==> src/rtl/gpio_port_consts.vh <==
`ifndef GPIO_PORT_CONSTS_VH
`define GPIO_PORT_CONSTS_VH

// register bus geometry
`define ADDR_W 4
`define DATA_W 8
`define PIN_W 4

// register offsets
`define OFF_P4_DATA 4'h0
`define OFF_P4_DIR 4'h1
`define OFF_P4_PULL 4'h2
`define OFF_AIN_DIS 4'h3
`define OFF_P5_DATA 4'h4
`define OFF_P5_DIR 4'h5
`define OFF_P5_PULL 4'h6
`define OFF_STBY_CTRL 4'h7

// field positions
`define SPL_BIT 0

// reset values
`define RST_P4_DATA 4'h0
`define RST_P4_DIR 4'h0
`define RST_P4_PULL 4'h0
`define RST_AIN_DIS 4'h0
`define RST_P5_DATA 4'h0
`define RST_P5_DIR 4'h0
`define RST_P5_PULL 4'h0
`define RST_SPL 1'h0
`define RST_RD_DATA 8'h00
`define RST_AN_EN 4'hF

// open-drain and pull-up presence on port 5
`define P5_OD_MASK 4'h3
`define P5_PU_MASK 4'hC

`endif

==> src/rtl/gpio_port_top.v <==
// The register addresses and the plain strobed port were left to the implementer.
`include "gpio_port_consts.vh"

module gpio_port_top (
	input wire CLK_IN,
	input wire RESET_N_IN,
	input wire [`ADDR_W-1:0] ADDR_IN,
	input wire [`DATA_W-1:0] WR_DATA_IN,
	input wire WR_EN_IN,
	input wire RD_EN_IN,
	input wire RMW_IN,
	output reg [`DATA_W-1:0] RD_DATA_OUT,
	input wire STANDBY_IN,
	input wire [`PIN_W-1:0] P4_PIN_IN,
	output wire [`PIN_W-1:0] P4_PIN_OUT,
	output wire [`PIN_W-1:0] P4_PIN_OE_OUT,
	output wire [`PIN_W-1:0] P4_PULLUP_OUT,
	output wire [`PIN_W-1:0] P4_DIGITAL_OUT,
	output reg [`PIN_W-1:0] P4_ANALOG_EN_OUT,
	input wire [`PIN_W-1:0] P5_PIN_IN,
	output wire [`PIN_W-1:0] P5_PIN_OUT,
	output wire [`PIN_W-1:0] P5_PIN_OE_OUT,
	output wire [`PIN_W-1:0] P5_PULLUP_OUT,
	output wire [`PIN_W-1:0] P5_DIGITAL_OUT,
	input wire [`PIN_W-1:0] P5_PERIPH_OE_IN,
	input wire [`PIN_W-1:0] P5_PERIPH_DATA_IN
);

	// register state
	reg [`PIN_W-1:0] port4_data_latch_reg;
	reg [`PIN_W-1:0] port4_direction_reg;
	reg [`PIN_W-1:0] port4_pullup_enable_reg;
	reg [`PIN_W-1:0] analog_input_disable_upper_reg;
	reg [`PIN_W-1:0] port5_data_latch_reg;
	reg [`PIN_W-1:0] port5_direction_reg;
	reg [`PIN_W-1:0] port5_pullup_enable_reg;
	reg standby_pin_state_bit_reg;

	// next values
	reg [`PIN_W-1:0] port4_data_latch_next;
	reg [`PIN_W-1:0] port4_direction_next;
	reg [`PIN_W-1:0] port4_pullup_enable_next;
	reg [`PIN_W-1:0] analog_input_disable_upper_next;
	reg [`PIN_W-1:0] port5_data_latch_next;
	reg [`PIN_W-1:0] port5_direction_next;
	reg [`PIN_W-1:0] port5_pullup_enable_next;
	reg standby_pin_state_bit_next;
	reg [`DATA_W-1:0] rd_data_next;

	// decode
	wire wr_p4_data;
	wire wr_p4_dir;
	wire wr_p4_pull;
	wire wr_ain_dis;
	wire wr_p5_data;
	wire wr_p5_dir;
	wire wr_p5_pull;
	wire wr_stby;
	wire [`PIN_W-1:0] wr_nibble;

	// pin side
	wire [`PIN_W-1:0] p4_level;
	wire [`PIN_W-1:0] p5_level;
	wire [`PIN_W-1:0] p4_read;
	wire [`PIN_W-1:0] p5_read;
	wire pins_hiz;

	// only the low nibble is stored
	assign wr_nibble = WR_DATA_IN[`PIN_W-1:0];

	assign wr_p4_data = WR_EN_IN & (ADDR_IN == `OFF_P4_DATA);
	assign wr_p4_dir = WR_EN_IN & (ADDR_IN == `OFF_P4_DIR);
	assign wr_p4_pull = WR_EN_IN & (ADDR_IN == `OFF_P4_PULL);
	assign wr_ain_dis = WR_EN_IN & (ADDR_IN == `OFF_AIN_DIS);
	assign wr_p5_data = WR_EN_IN & (ADDR_IN == `OFF_P5_DATA);
	assign wr_p5_dir = WR_EN_IN & (ADDR_IN == `OFF_P5_DIR);
	assign wr_p5_pull = WR_EN_IN & (ADDR_IN == `OFF_P5_PULL);
	assign wr_stby = WR_EN_IN & (ADDR_IN == `OFF_STBY_CTRL);

	// pins float only in standby with the standby bit set
	assign pins_hiz = standby_pin_state_bit_reg & STANDBY_IN;

	// register write next values
	always @* begin
		port4_data_latch_next = port4_data_latch_reg;
		port4_direction_next = port4_direction_reg;
		port4_pullup_enable_next = port4_pullup_enable_reg;
		analog_input_disable_upper_next = analog_input_disable_upper_reg;
		port5_data_latch_next = port5_data_latch_reg;
		port5_direction_next = port5_direction_reg;
		port5_pullup_enable_next = port5_pullup_enable_reg;
		standby_pin_state_bit_next = standby_pin_state_bit_reg;
		if (wr_p4_data) begin
			port4_data_latch_next = wr_nibble;
		end
		if (wr_p4_dir) begin
			port4_direction_next = wr_nibble;
		end
		if (wr_p4_pull) begin
			port4_pullup_enable_next = wr_nibble;
		end
		if (wr_ain_dis) begin
			analog_input_disable_upper_next = wr_nibble;
		end
		if (wr_p5_data) begin
			port5_data_latch_next = wr_nibble;
		end
		if (wr_p5_dir) begin
			port5_direction_next = wr_nibble;
		end
		if (wr_p5_pull) begin
			port5_pullup_enable_next = wr_nibble;
		end
		if (wr_stby) begin
			standby_pin_state_bit_next = WR_DATA_IN[`SPL_BIT];
		end
	end

	// read mux, upper bits read zero
	always @* begin
		rd_data_next = `RST_RD_DATA;
		if (RD_EN_IN) begin
			case (ADDR_IN)
				`OFF_P4_DATA: begin
					if (RMW_IN) begin
						rd_data_next = {4'h0, port4_data_latch_reg};
					end else begin
						rd_data_next = {4'h0, p4_read};
					end
				end
				`OFF_P4_DIR: begin
					rd_data_next = {4'h0, port4_direction_reg};
				end
				`OFF_P4_PULL: begin
					rd_data_next = {4'h0, port4_pullup_enable_reg};
				end
				`OFF_AIN_DIS: begin
					rd_data_next = {4'h0, analog_input_disable_upper_reg};
				end
				`OFF_P5_DATA: begin
					if (RMW_IN) begin
						rd_data_next = {4'h0, port5_data_latch_reg};
					end else begin
						rd_data_next = {4'h0, p5_read};
					end
				end
				`OFF_P5_DIR: begin
					rd_data_next = {4'h0, port5_direction_reg};
				end
				`OFF_P5_PULL: begin
					rd_data_next = {4'h0, port5_pullup_enable_reg};
				end
				`OFF_STBY_CTRL: begin
					rd_data_next = `RST_RD_DATA;
					rd_data_next[`SPL_BIT] = standby_pin_state_bit_reg;
				end
				default: begin
					rd_data_next = `RST_RD_DATA;
				end
			endcase
		end
	end

	// port 4 registers
	always @(posedge CLK_IN or negedge RESET_N_IN) begin
		if (!RESET_N_IN) begin
			port4_data_latch_reg <= `RST_P4_DATA;
			port4_direction_reg <= `RST_P4_DIR;
			port4_pullup_enable_reg <= `RST_P4_PULL;
			analog_input_disable_upper_reg <= `RST_AIN_DIS;
		end else begin
			port4_data_latch_reg <= port4_data_latch_next;
			port4_direction_reg <= port4_direction_next;
			port4_pullup_enable_reg <= port4_pullup_enable_next;
			analog_input_disable_upper_reg <= analog_input_disable_upper_next;
		end
	end

	// port 5 registers
	always @(posedge CLK_IN or negedge RESET_N_IN) begin
		if (!RESET_N_IN) begin
			port5_data_latch_reg <= `RST_P5_DATA;
			port5_direction_reg <= `RST_P5_DIR;
			port5_pullup_enable_reg <= `RST_P5_PULL;
		end else begin
			port5_data_latch_reg <= port5_data_latch_next;
			port5_direction_reg <= port5_direction_next;
			port5_pullup_enable_reg <= port5_pullup_enable_next;
		end
	end

	// standby control
	always @(posedge CLK_IN or negedge RESET_N_IN) begin
		if (!RESET_N_IN) begin
			standby_pin_state_bit_reg <= `RST_SPL;
		end else begin
			standby_pin_state_bit_reg <= standby_pin_state_bit_next;
		end
	end

	// read data and analog enables
	always @(posedge CLK_IN or negedge RESET_N_IN) begin
		if (!RESET_N_IN) begin
			RD_DATA_OUT <= `RST_RD_DATA;
			P4_ANALOG_EN_OUT <= `RST_AN_EN;
		end else begin
			RD_DATA_OUT <= rd_data_next;
			P4_ANALOG_EN_OUT <= ~analog_input_disable_upper_reg;
		end
	end

	// pin synchronisers
	gpio_pin_sync u_p4_sync (
		.clk_in(CLK_IN),
		.reset_n_in(RESET_N_IN),
		.pin_in(P4_PIN_IN),
		.level_out(p4_level)
	);

	gpio_pin_sync u_p5_sync (
		.clk_in(CLK_IN),
		.reset_n_in(RESET_N_IN),
		.pin_in(P5_PIN_IN),
		.level_out(p5_level)
	);

	genvar i;

	// port 4: push-pull, analog shared, no peripheral outputs
	generate
		for (i = 0; i < `PIN_W; i = i + 1) begin : g_p4
			gpio_pin_cell #(
				.OPEN_DRAIN(0),
				.HAS_PULLUP(1)
			) u_cell (
				.clk_in(CLK_IN),
				.reset_n_in(RESET_N_IN),
				.dir_in(port4_direction_reg[i]),
				.latch_in(port4_data_latch_reg[i]),
				.pull_en_in(port4_pullup_enable_reg[i]),
				.dig_en_in(analog_input_disable_upper_reg[i]),
				.per_oe_in(1'b0),
				.per_data_in(1'b0),
				.hiz_in(pins_hiz),
				.level_in(p4_level[i]),
				.pin_out(P4_PIN_OUT[i]),
				.pin_oe_out(P4_PIN_OE_OUT[i]),
				.pull_out(P4_PULLUP_OUT[i]),
				.digital_out(P4_DIGITAL_OUT[i]),
				.read_out(p4_read[i])
			);
		end
	endgenerate

	// port 5: pins 0 and 1 open drain without pull-up
	generate
		for (i = 0; i < `PIN_W; i = i + 1) begin : g_p5
			gpio_pin_cell #(
				.OPEN_DRAIN((`P5_OD_MASK >> i) & 1),
				.HAS_PULLUP((`P5_PU_MASK >> i) & 1)
			) u_cell (
				.clk_in(CLK_IN),
				.reset_n_in(RESET_N_IN),
				.dir_in(port5_direction_reg[i]),
				.latch_in(port5_data_latch_reg[i]),
				.pull_en_in(port5_pullup_enable_reg[i]),
				.dig_en_in(1'b1),
				.per_oe_in(P5_PERIPH_OE_IN[i]),
				.per_data_in(P5_PERIPH_DATA_IN[i]),
				.hiz_in(pins_hiz),
				.level_in(p5_level[i]),
				.pin_out(P5_PIN_OUT[i]),
				.pin_oe_out(P5_PIN_OE_OUT[i]),
				.pull_out(P5_PULLUP_OUT[i]),
				.digital_out(P5_DIGITAL_OUT[i]),
				.read_out(p5_read[i])
			);
		end
	endgenerate

endmodule // gpio_port_top

==> src/rtl/gpio_pin_sync.v <==
`include "gpio_port_consts.vh"

module gpio_pin_sync (
	input wire clk_in,
	input wire reset_n_in,
	input wire [`PIN_W-1:0] pin_in,
	output reg [`PIN_W-1:0] level_out
);

	reg [`PIN_W-1:0] stage1_reg;
	reg [`PIN_W-1:0] stage2_reg;
	reg [`PIN_W-1:0] stage3_reg;
	wire [`PIN_W-1:0] agree;

	// a change counts once the second and third stage agree
	assign agree = ~(stage2_reg ^ stage3_reg);

	always @(posedge clk_in or negedge reset_n_in) begin
		if (!reset_n_in) begin
			stage1_reg <= 4'h0;
			stage2_reg <= 4'h0;
			stage3_reg <= 4'h0;
			level_out <= 4'h0;
		end else begin
			stage1_reg <= pin_in;
			stage2_reg <= stage1_reg;
			stage3_reg <= stage2_reg;
			level_out <= (agree & stage3_reg) | (~agree & level_out);
		end
	end

endmodule // gpio_pin_sync

==> src/rtl/gpio_pin_cell.v <==
`include "gpio_port_consts.vh"

module gpio_pin_cell #(
	parameter OPEN_DRAIN = 0,
	parameter HAS_PULLUP = 1
) (
	input wire clk_in,
	input wire reset_n_in,
	input wire dir_in,
	input wire latch_in,
	input wire pull_en_in,
	input wire dig_en_in,
	input wire per_oe_in,
	input wire per_data_in,
	input wire hiz_in,
	input wire level_in,
	output reg pin_out,
	output reg pin_oe_out,
	output reg pull_out,
	output reg digital_out,
	output wire read_out
);

	wire od;
	wire pu;
	wire drive_en;
	wire drive_val;
	wire oe_next;
	wire out_next;
	wire pull_next;
	wire dig_next;

	assign od = (OPEN_DRAIN != 0);
	assign pu = (HAS_PULLUP != 0);
	// peripheral output overrides the latch
	assign drive_en = dir_in | per_oe_in;
	assign drive_val = per_oe_in ? per_data_in : latch_in;
	// open drain releases on a one
	assign oe_next = ~hiz_in & drive_en & ~(od & drive_val);
	assign out_next = drive_val & ~od;
	// pull-up off while driving low
	assign pull_next = pu & pull_en_in & ~(oe_next & ~out_next);
	// digital path blocked by analog select or by standby with the standby bit set
	assign dig_next = dig_en_in & ~hiz_in & level_in;
	// output pins read the latch, inputs read the pin
	assign read_out = dir_in ? latch_in : digital_out;

	always @(posedge clk_in or negedge reset_n_in) begin
		if (!reset_n_in) begin
			pin_out <= 1'b0;
			pin_oe_out <= 1'b0;
			pull_out <= 1'b0;
			digital_out <= 1'b0;
		end else begin
			pin_out <= out_next;
			pin_oe_out <= oe_next;
			pull_out <= pull_next;
			digital_out <= dig_next;
		end
	end

endmodule // gpio_pin_cell

==> config.mk <==
export PLATFORM = sky130hd
export DESIGN_NAME = gpio_port_top
export DESIGN_NICKNAME = d
export VERILOG_FILES = /design/src/rtl/gpio_port_top.v /design/src/rtl/gpio_pin_sync.v /design/src/rtl/gpio_pin_cell.v
export VERILOG_INCLUDE_DIRS = /design/src /design/src/rtl
export SDC_FILE = /design/constraint.sdc
export NUM_CORES = 1
export LEC_CHECK = 0
export ABC_AREA = 1
export BUFFER_PORTS_ARGS = -buffer_cell sky130_fd_sc_hd__buf_2
export CAP_MARGIN = 20
export CORE_MARGIN = 3
export CORE_UTILIZATION = 45
export DETAILED_ROUTE_END_ITERATION = 8
export PLACE_DENSITY = 0.67
export RECOVER_POWER = 50
export SLEW_MARGIN = 15
export SYNTH_ARGS = -nofsm -noshare
export SYNTH_HDL_FRONTEND = slang
export SYNTH_SLANG_ARGS = --single-unit
==> constraint.sdc <==
create_clock -name CLK_IN -period 1.4 [get_ports CLK_IN]
set_clock_uncertainty 0.2 [all_clocks]
set_input_delay 0.21 -clock CLK_IN [delete_from_list [all_inputs] [get_ports CLK_IN]]
set_output_delay 0.21 -clock CLK_IN [all_outputs]
set_load 0.02 [all_outputs]
==> out/qor.csv, run 1 <==
metric,value,unit
H-tree lvl count,3,
fin crit period,1400,ps
Starting DRT DRC Count,153,
clk_lat worst skew,350,ps
CTS tree,built,
Die ar.,9760,um^2
number of synthesis warnings,0,
maximum buffer depth of the clock tree,2,
GRT Residual Overflow,0,
CTS Sinks,97,
slowest CP cell,dfstp_2,
final worst slack,-4.24,ps
first-pass GRT wire length,13300,um
final worst-path cycle share,1.00,
RR Startpoint,port4_direction_reg[0],
crit-path cells,buf_6,
CP Launch Type,register,
"Core Util, Final",0.561,
Yosys cell types,26,
share of cells above drive strength 1,0.262,
register bit count reported by yosys,97,
vias in the first global route,2731,
hold crit path type,in2reg,
Max-Cap Viols,0,
Initial DRT Pass Iterations,4,
VDD IR max,651,uV
GRT Overall Usage,0.175,
initial antenna violation count,0,
worst hold start,ADDR_IN[3],
Die W,98.8,um
"wirelength, routed",7900,um
core area,8300,um^2
adder-cell area share of the yosys netlist,0.0207,
Synth Flop Type,dfrtp_1,
WL per Instance,14.1,um
Post-synth ARST share,1.00,
violated checks,setup timing,
largest family of logic cells by synthesized area,simple AND/OR/NAND/NOR gates,
Fmax,0.712,GHz
final net count,483,
status,"complete, but fails checks",
metal3 WL,487,um
# IOs,78,
WP data arrival,990,ps
design area,4660,um^2
Mean Syn Cell Area,10.5,um^2
CP required,990,ps
placed instance area,4250,um^2
largest stage delay on the critical path,540,ps
final RePlAce weighted congestion,0.867,
CTS Buf Count,9,
DRC Markers,0,
Post-synth EDFFs,0,
area share of and/or/nand/nor cells after synthesis,0.161,
# port buffers,65,
endpoints failing setup,2,
Initial Utilization,0.467,
Layout fillers,723,
met2 WL,3810,um
Pwr per Cell Area,1440,nW/um^2
Cell Rows,33,
FF/Latch Area,2430,um^2
RSZ-0062 raised after global routing,yes,
Post-DP HPWL,5580,um
mux share of post-synthesis cell area,0,
Lkg Pwr,0.00235,uW
Critical Path Start,P4_ANALOG_EN_OUT[0],
largest net degree at the start of global routing,39,
area occupied by multi-input gates,1010,um^2
Worst setup EP type,output pin,
Crit path buffers/inverters,1,
final hold vios,0,
remaining antenna violation count,0,
sequential-to-total area share from yosys stat,0.628,
critical setup path kind,reg2out,
CP top delay family,flip-flops,
Syn-to-layout area delta,20.2,%
CP Max Fanout,1,
post-synthesis compound-gate area fraction,0.0710,
# diodes,0,
Post-Synth XOR/XNOR Area,0,
Worst-path clk slew,100,ps
top routing layer in use,met4,
mapped cell area,3870,um^2
Die Ht,98.8,um
Via density,4.80,
M1 WL,3410,um
Pins Over Slew Limit,0,
Cells after Synth,370,
Vias,2682,
Root Driver,clkbuf_8,
## cell type report
class	count	share of cell area
inverter	44	0.0360
timing repair buffer	101	0.147
sequential	97	0.522
tap	105	0.0282
clock inverter	5	0.0185
multi-input combinational	196	0.218
clock buffer	11	0.0304
## path summary, 6_finish.rpt
| path | endpoint | slack, ps | depth (start not counted) |
|---|---|---|---|
| hold / removal | standby_pin_state_bit_reg | 30 | 4 |
| max in group asynchronous | port4_direction_reg[1] | 130 | 3 |
| setup / recovery | P4_ANALOG_EN_OUT[0] | -4 | 1 |
| min in group asynchronous | g_p5[3].u_cell.pin_out | 90 | 2 |
| hold reg to reg | u_p4_sync.stage2_reg[0] | 140 | 0 |
| setup reg to reg | RD_DATA_OUT[0] | 90 | 6 |
## through the flow
stage | total power [uW] | setup WS, ps | std cells | hold slack (ps) | setup TNS [ps]
detailed placement | 4680 | -40.3 | 524 | -119 | -214
global placement | 4640 | -28.6 | 524 | -121 | -125
CTS | 6790 | -24.2 | 558 | 10.1 | -73.6
floorplan | 4350 | 212 | 377 | -286 | 0
global route | 7070 | -43.3 | 559 | 24.9 | -338
finish | 6700 | -4.24 | 559 | 30.8 | -7.31
## metal layers
metal | vias up | GRT usage
li1 | 1304 | -
met5 | - | 0
met4 | 0 | 0.0756
met2 | 81 | 0.274
met3 | 15 | 0.0368
met1 | 1282 | 0.237
## cells by family after synthesis
logic type / after synthesis
adder cells (fa/ha/maj): 8
flip-flops: 97
AO/OA/AOI/OAI: 50
AND/OR/NAND/NOR: 130
other: 1
buffers and inverters: 84
## cells in the final DEF (no fill, tap or decap), types with 8 or more instances in the layout
| cell type | n |
|---|---|
| buf_2 | 60 |
| buf_4 | 11 |
| clkbuf_8 | 10 |
| conb_1 | 8 |
| dfrtp_1 | 93 |
| dlygate4sd3_1 | 18 |
| inv_1 | 40 |
| maj3_1 | 8 |
| nand2_1 | 51 |
| nand3_1 | 37 |
| nor2_1 | 22 |
| o21ai_0 | 9 |
| o21ai_1 | 29 |
## synthesized netlist by cell type (all sizes together) (3+ instances only)
master	count	area (um^2)
buf	38	285
dfrtp	93	2330
dfstp	4	105
inv	43	161
maj3	8	80.1
nand2	54	210
nand3	41	225
nand3b	5	37.5
nor2	29	143
o21ai	38	190
o21bai	3	22.5
o31ai	3	22.5
## report_power, final
part / switching [uW] / internal (uW)
clock network: 956 / 1070
registers: 237 / 3210
logic: 738 / 485
total: 1930 / 4770
## timing repair
action,CTS,global route
pin swaps,0,0
hold buffers,18,0
hold endpoints to repair,113,0
gates resized for setup,9,2
endpoints found under the setup margin,9,7
setup buffers,0,1
No activity file was read; power rests on OpenSTA's default activity.
==> run 2: changes to the inputs <==
--- a/config.mk
+++ b/config.mk
@@ -11,6 +11,7 @@
 export CAP_MARGIN = 20
 export CORE_MARGIN = 3
 export CORE_UTILIZATION = 45
+export CTS_BUF_LIST = sky130_fd_sc_hd__clkbuf_16
 export DETAILED_ROUTE_END_ITERATION = 8
 export PLACE_DENSITY = 0.67
 export RECOVER_POWER = 50
==> run 2 against run 1 <==
The flow now finishes without violations. Combinational power about the same. Critical path type unchanged. Core utilization up 1.1 points. Critical path depth did not move. Setup slack gained 21 ps.
==> out/qor.csv, run 2 (same netlist as run 1, synthesis figures left out) <==
metric,value,unit,change
Lkg Pwr,0.00239,uW,+1.8%
WP data arrival,970,ps,-20 ps
Finished Layout Cells,558,,-0.18%
Pins Over Slew Limit,0,,unchanged
largest net degree at the start of global routing,39,,unchanged
TNS Setup,0,ps,+7.31 ps
slowest CP cell,dfstp_2,,
WL per Instance,14.3,um,+1.0%
maximum buffer depth of the clock tree,2,,unchanged
CP required,990,ps,about the same
"Core Util, Final",0.572,,+0.0106
"wirelength, routed",7970,um,+0.86%
Crit path buffers/inverters,1,,unchanged
# IOs,78,,unchanged
CP Max Fanout,1,,unchanged
Syn-to-layout area delta,22.4,%,
Starting DRT DRC Count,179,,+17%
CP top delay family,flip-flops,,
CP Launch Type,register,,
vias in the first global route,2718,,-0.48%
share of cells above drive strength 1,0.260,,-0.00163
most frequent cells in the layout,"dfrtp_1, buf_2, nand2_1",,
core area,8300,um^2,unchanged
final net count,482,,-0.21%
Initial Utilization,0.467,,unchanged
dpl cells,524,,unchanged
Die W,98.8,um,unchanged
first-pass GRT wire length,13500,um,+1.4%
final hold vios,0,,unchanged
# port buffers,65,,unchanged
crit-path cells,buf_6,,
Vias,2693,,+0.41%
Worst-path clk slew,60,ps,-40 ps
final worst-path cycle share,0.988,,-0.0153
status,"finished, final reports clean",,
Max-Cap Viols,0,,unchanged
Cell Rows,33,,unchanged
Via density,4.83,,+0.59%
"commonest non-fill, non-tap cell in the layout",dfrtp_1,,
VDD IR max,718,uV,+10%
Root Driver,clkbuf_16,,
Pwr per Cell Area,1530,nW/um^2,+6.7%
CTS tree,built,,
Worst setup EP type,output pin,,
DRC Markers,0,,unchanged
Die Ht,98.8,um,unchanged
Layout fillers,708,,-2.1%
remaining antenna violation count,0,,unchanged
total power,7280,uW,+8.7%
H-tree lvl count,3,,unchanged
GRT Overall Usage,0.179,,+0.00438
Die ar.,9760,um^2,unchanged
# diodes,0,,unchanged
RSZ-0062 raised after global routing,yes,,
initial antenna violation count,0,,unchanged
critical setup path kind,reg2out,,
Initial DRT Pass Iterations,4,,unchanged
largest stage delay on the critical path,530,ps,about the same
clk_lat worst skew,340,ps,about the same
hold crit path type,in2reg,,
CTS Buf Count,9,,unchanged
endpoints failing setup,0,,-2
GRT Residual Overflow,0,,unchanged
fin crit period,1380,ps,-21.5 ps
CTS Sinks,97,,unchanged
Fmax,0.723,GHz,+1.6%
"Setup Fix Bufs, Post-CTS",0,,unchanged
Post-DP HPWL,5580,um,unchanged
final RePlAce weighted congestion,0.867,,unchanged
run 2: final timing paths:
path                                          from                        end  slack, ps  cells past startpoint
setup / recovery               P4_ANALOG_EN_OUT[1]        P4_ANALOG_EN_OUT[1]         20                      1
hold / removal                          ADDR_IN[3]  standby_pin_state_bit_reg         40                      4
setup reg to reg            port4_direction_reg[2]             RD_DATA_OUT[2]         90                      6
hold reg to reg            u_p4_sync.stage1_reg[0]    u_p4_sync.stage2_reg[0]        140                      0
max in group asynchronous               RESET_N_IN        P4_ANALOG_EN_OUT[3]        200                      3
min in group asynchronous               RESET_N_IN     g_p5[3].u_cell.pin_out        110                      2
run 2: routing by layer:
| layer | up-vias | share of wire | global-route usage |
|---|---|---|---|
| li1 | 1300 | - | - |
| met1 | 1291 | 0.42 | 0.238 |
| met2 | 89 | 0.49 | 0.282 |
| met3 | 13 | 0.067 | 0.0382 |
| met4 | 0 | 0.023 | 0.0861 |
| met5 | - | 0 | 0 |
run 2: through the flow:
| step | setup slack (ps) | hold WS, ps | cell area, um^2 |
|---|---|---|---|
| final | 17.2 | 42.4 | 4740 |
| after CTS | 2.30 | 27.9 | 4770 |
| after detailed placement | -40.3 | -119 | 4250 |
| after floorplan | 212 | -286 | 3900 |
| after global placement | -28.6 | -121 | 4250 |
| after global routing | -15.9 | 46.2 | 4740 |
run 2: layout make-up:
| cell class | count | area [um^2] | share of cell area |
|---|---|---|---|
| Timing Repair Buffer | 100 | 681 | 0.143 |
| Tap cell | 105 | 131 | 0.0277 |
| Sequential cell | 97 | 2430 | 0.513 |
| Clock buffer | 9 | 225 | 0.0475 |
| Clock inverter | 7 | 93.8 | 0.0198 |
| Multi-Input combinational cell | 196 | 1010 | 0.214 |
| Inverter | 44 | 168 | 0.0353 |
run 2: power by group:
group          switching (uW)  internal, uW
sequential                239          3220
combinational             739           481
clock                    1040          1570
run 2: repair_timing:
action	4_1_cts	5_1_grt
gates resized for setup	9	4
endpoints found under the setup margin	9	8
hold buffers	18	0
endpoints found under the hold margin	111	0
run 2: worst reg2reg max path, cell delays in order, from the launching register on:
cell	delay (ps)
dfrtp_1	410
inv_1	120
nand3b_1	90
nand3_1	90
nand3_1	80
nor2_1	160
nor2_1	60
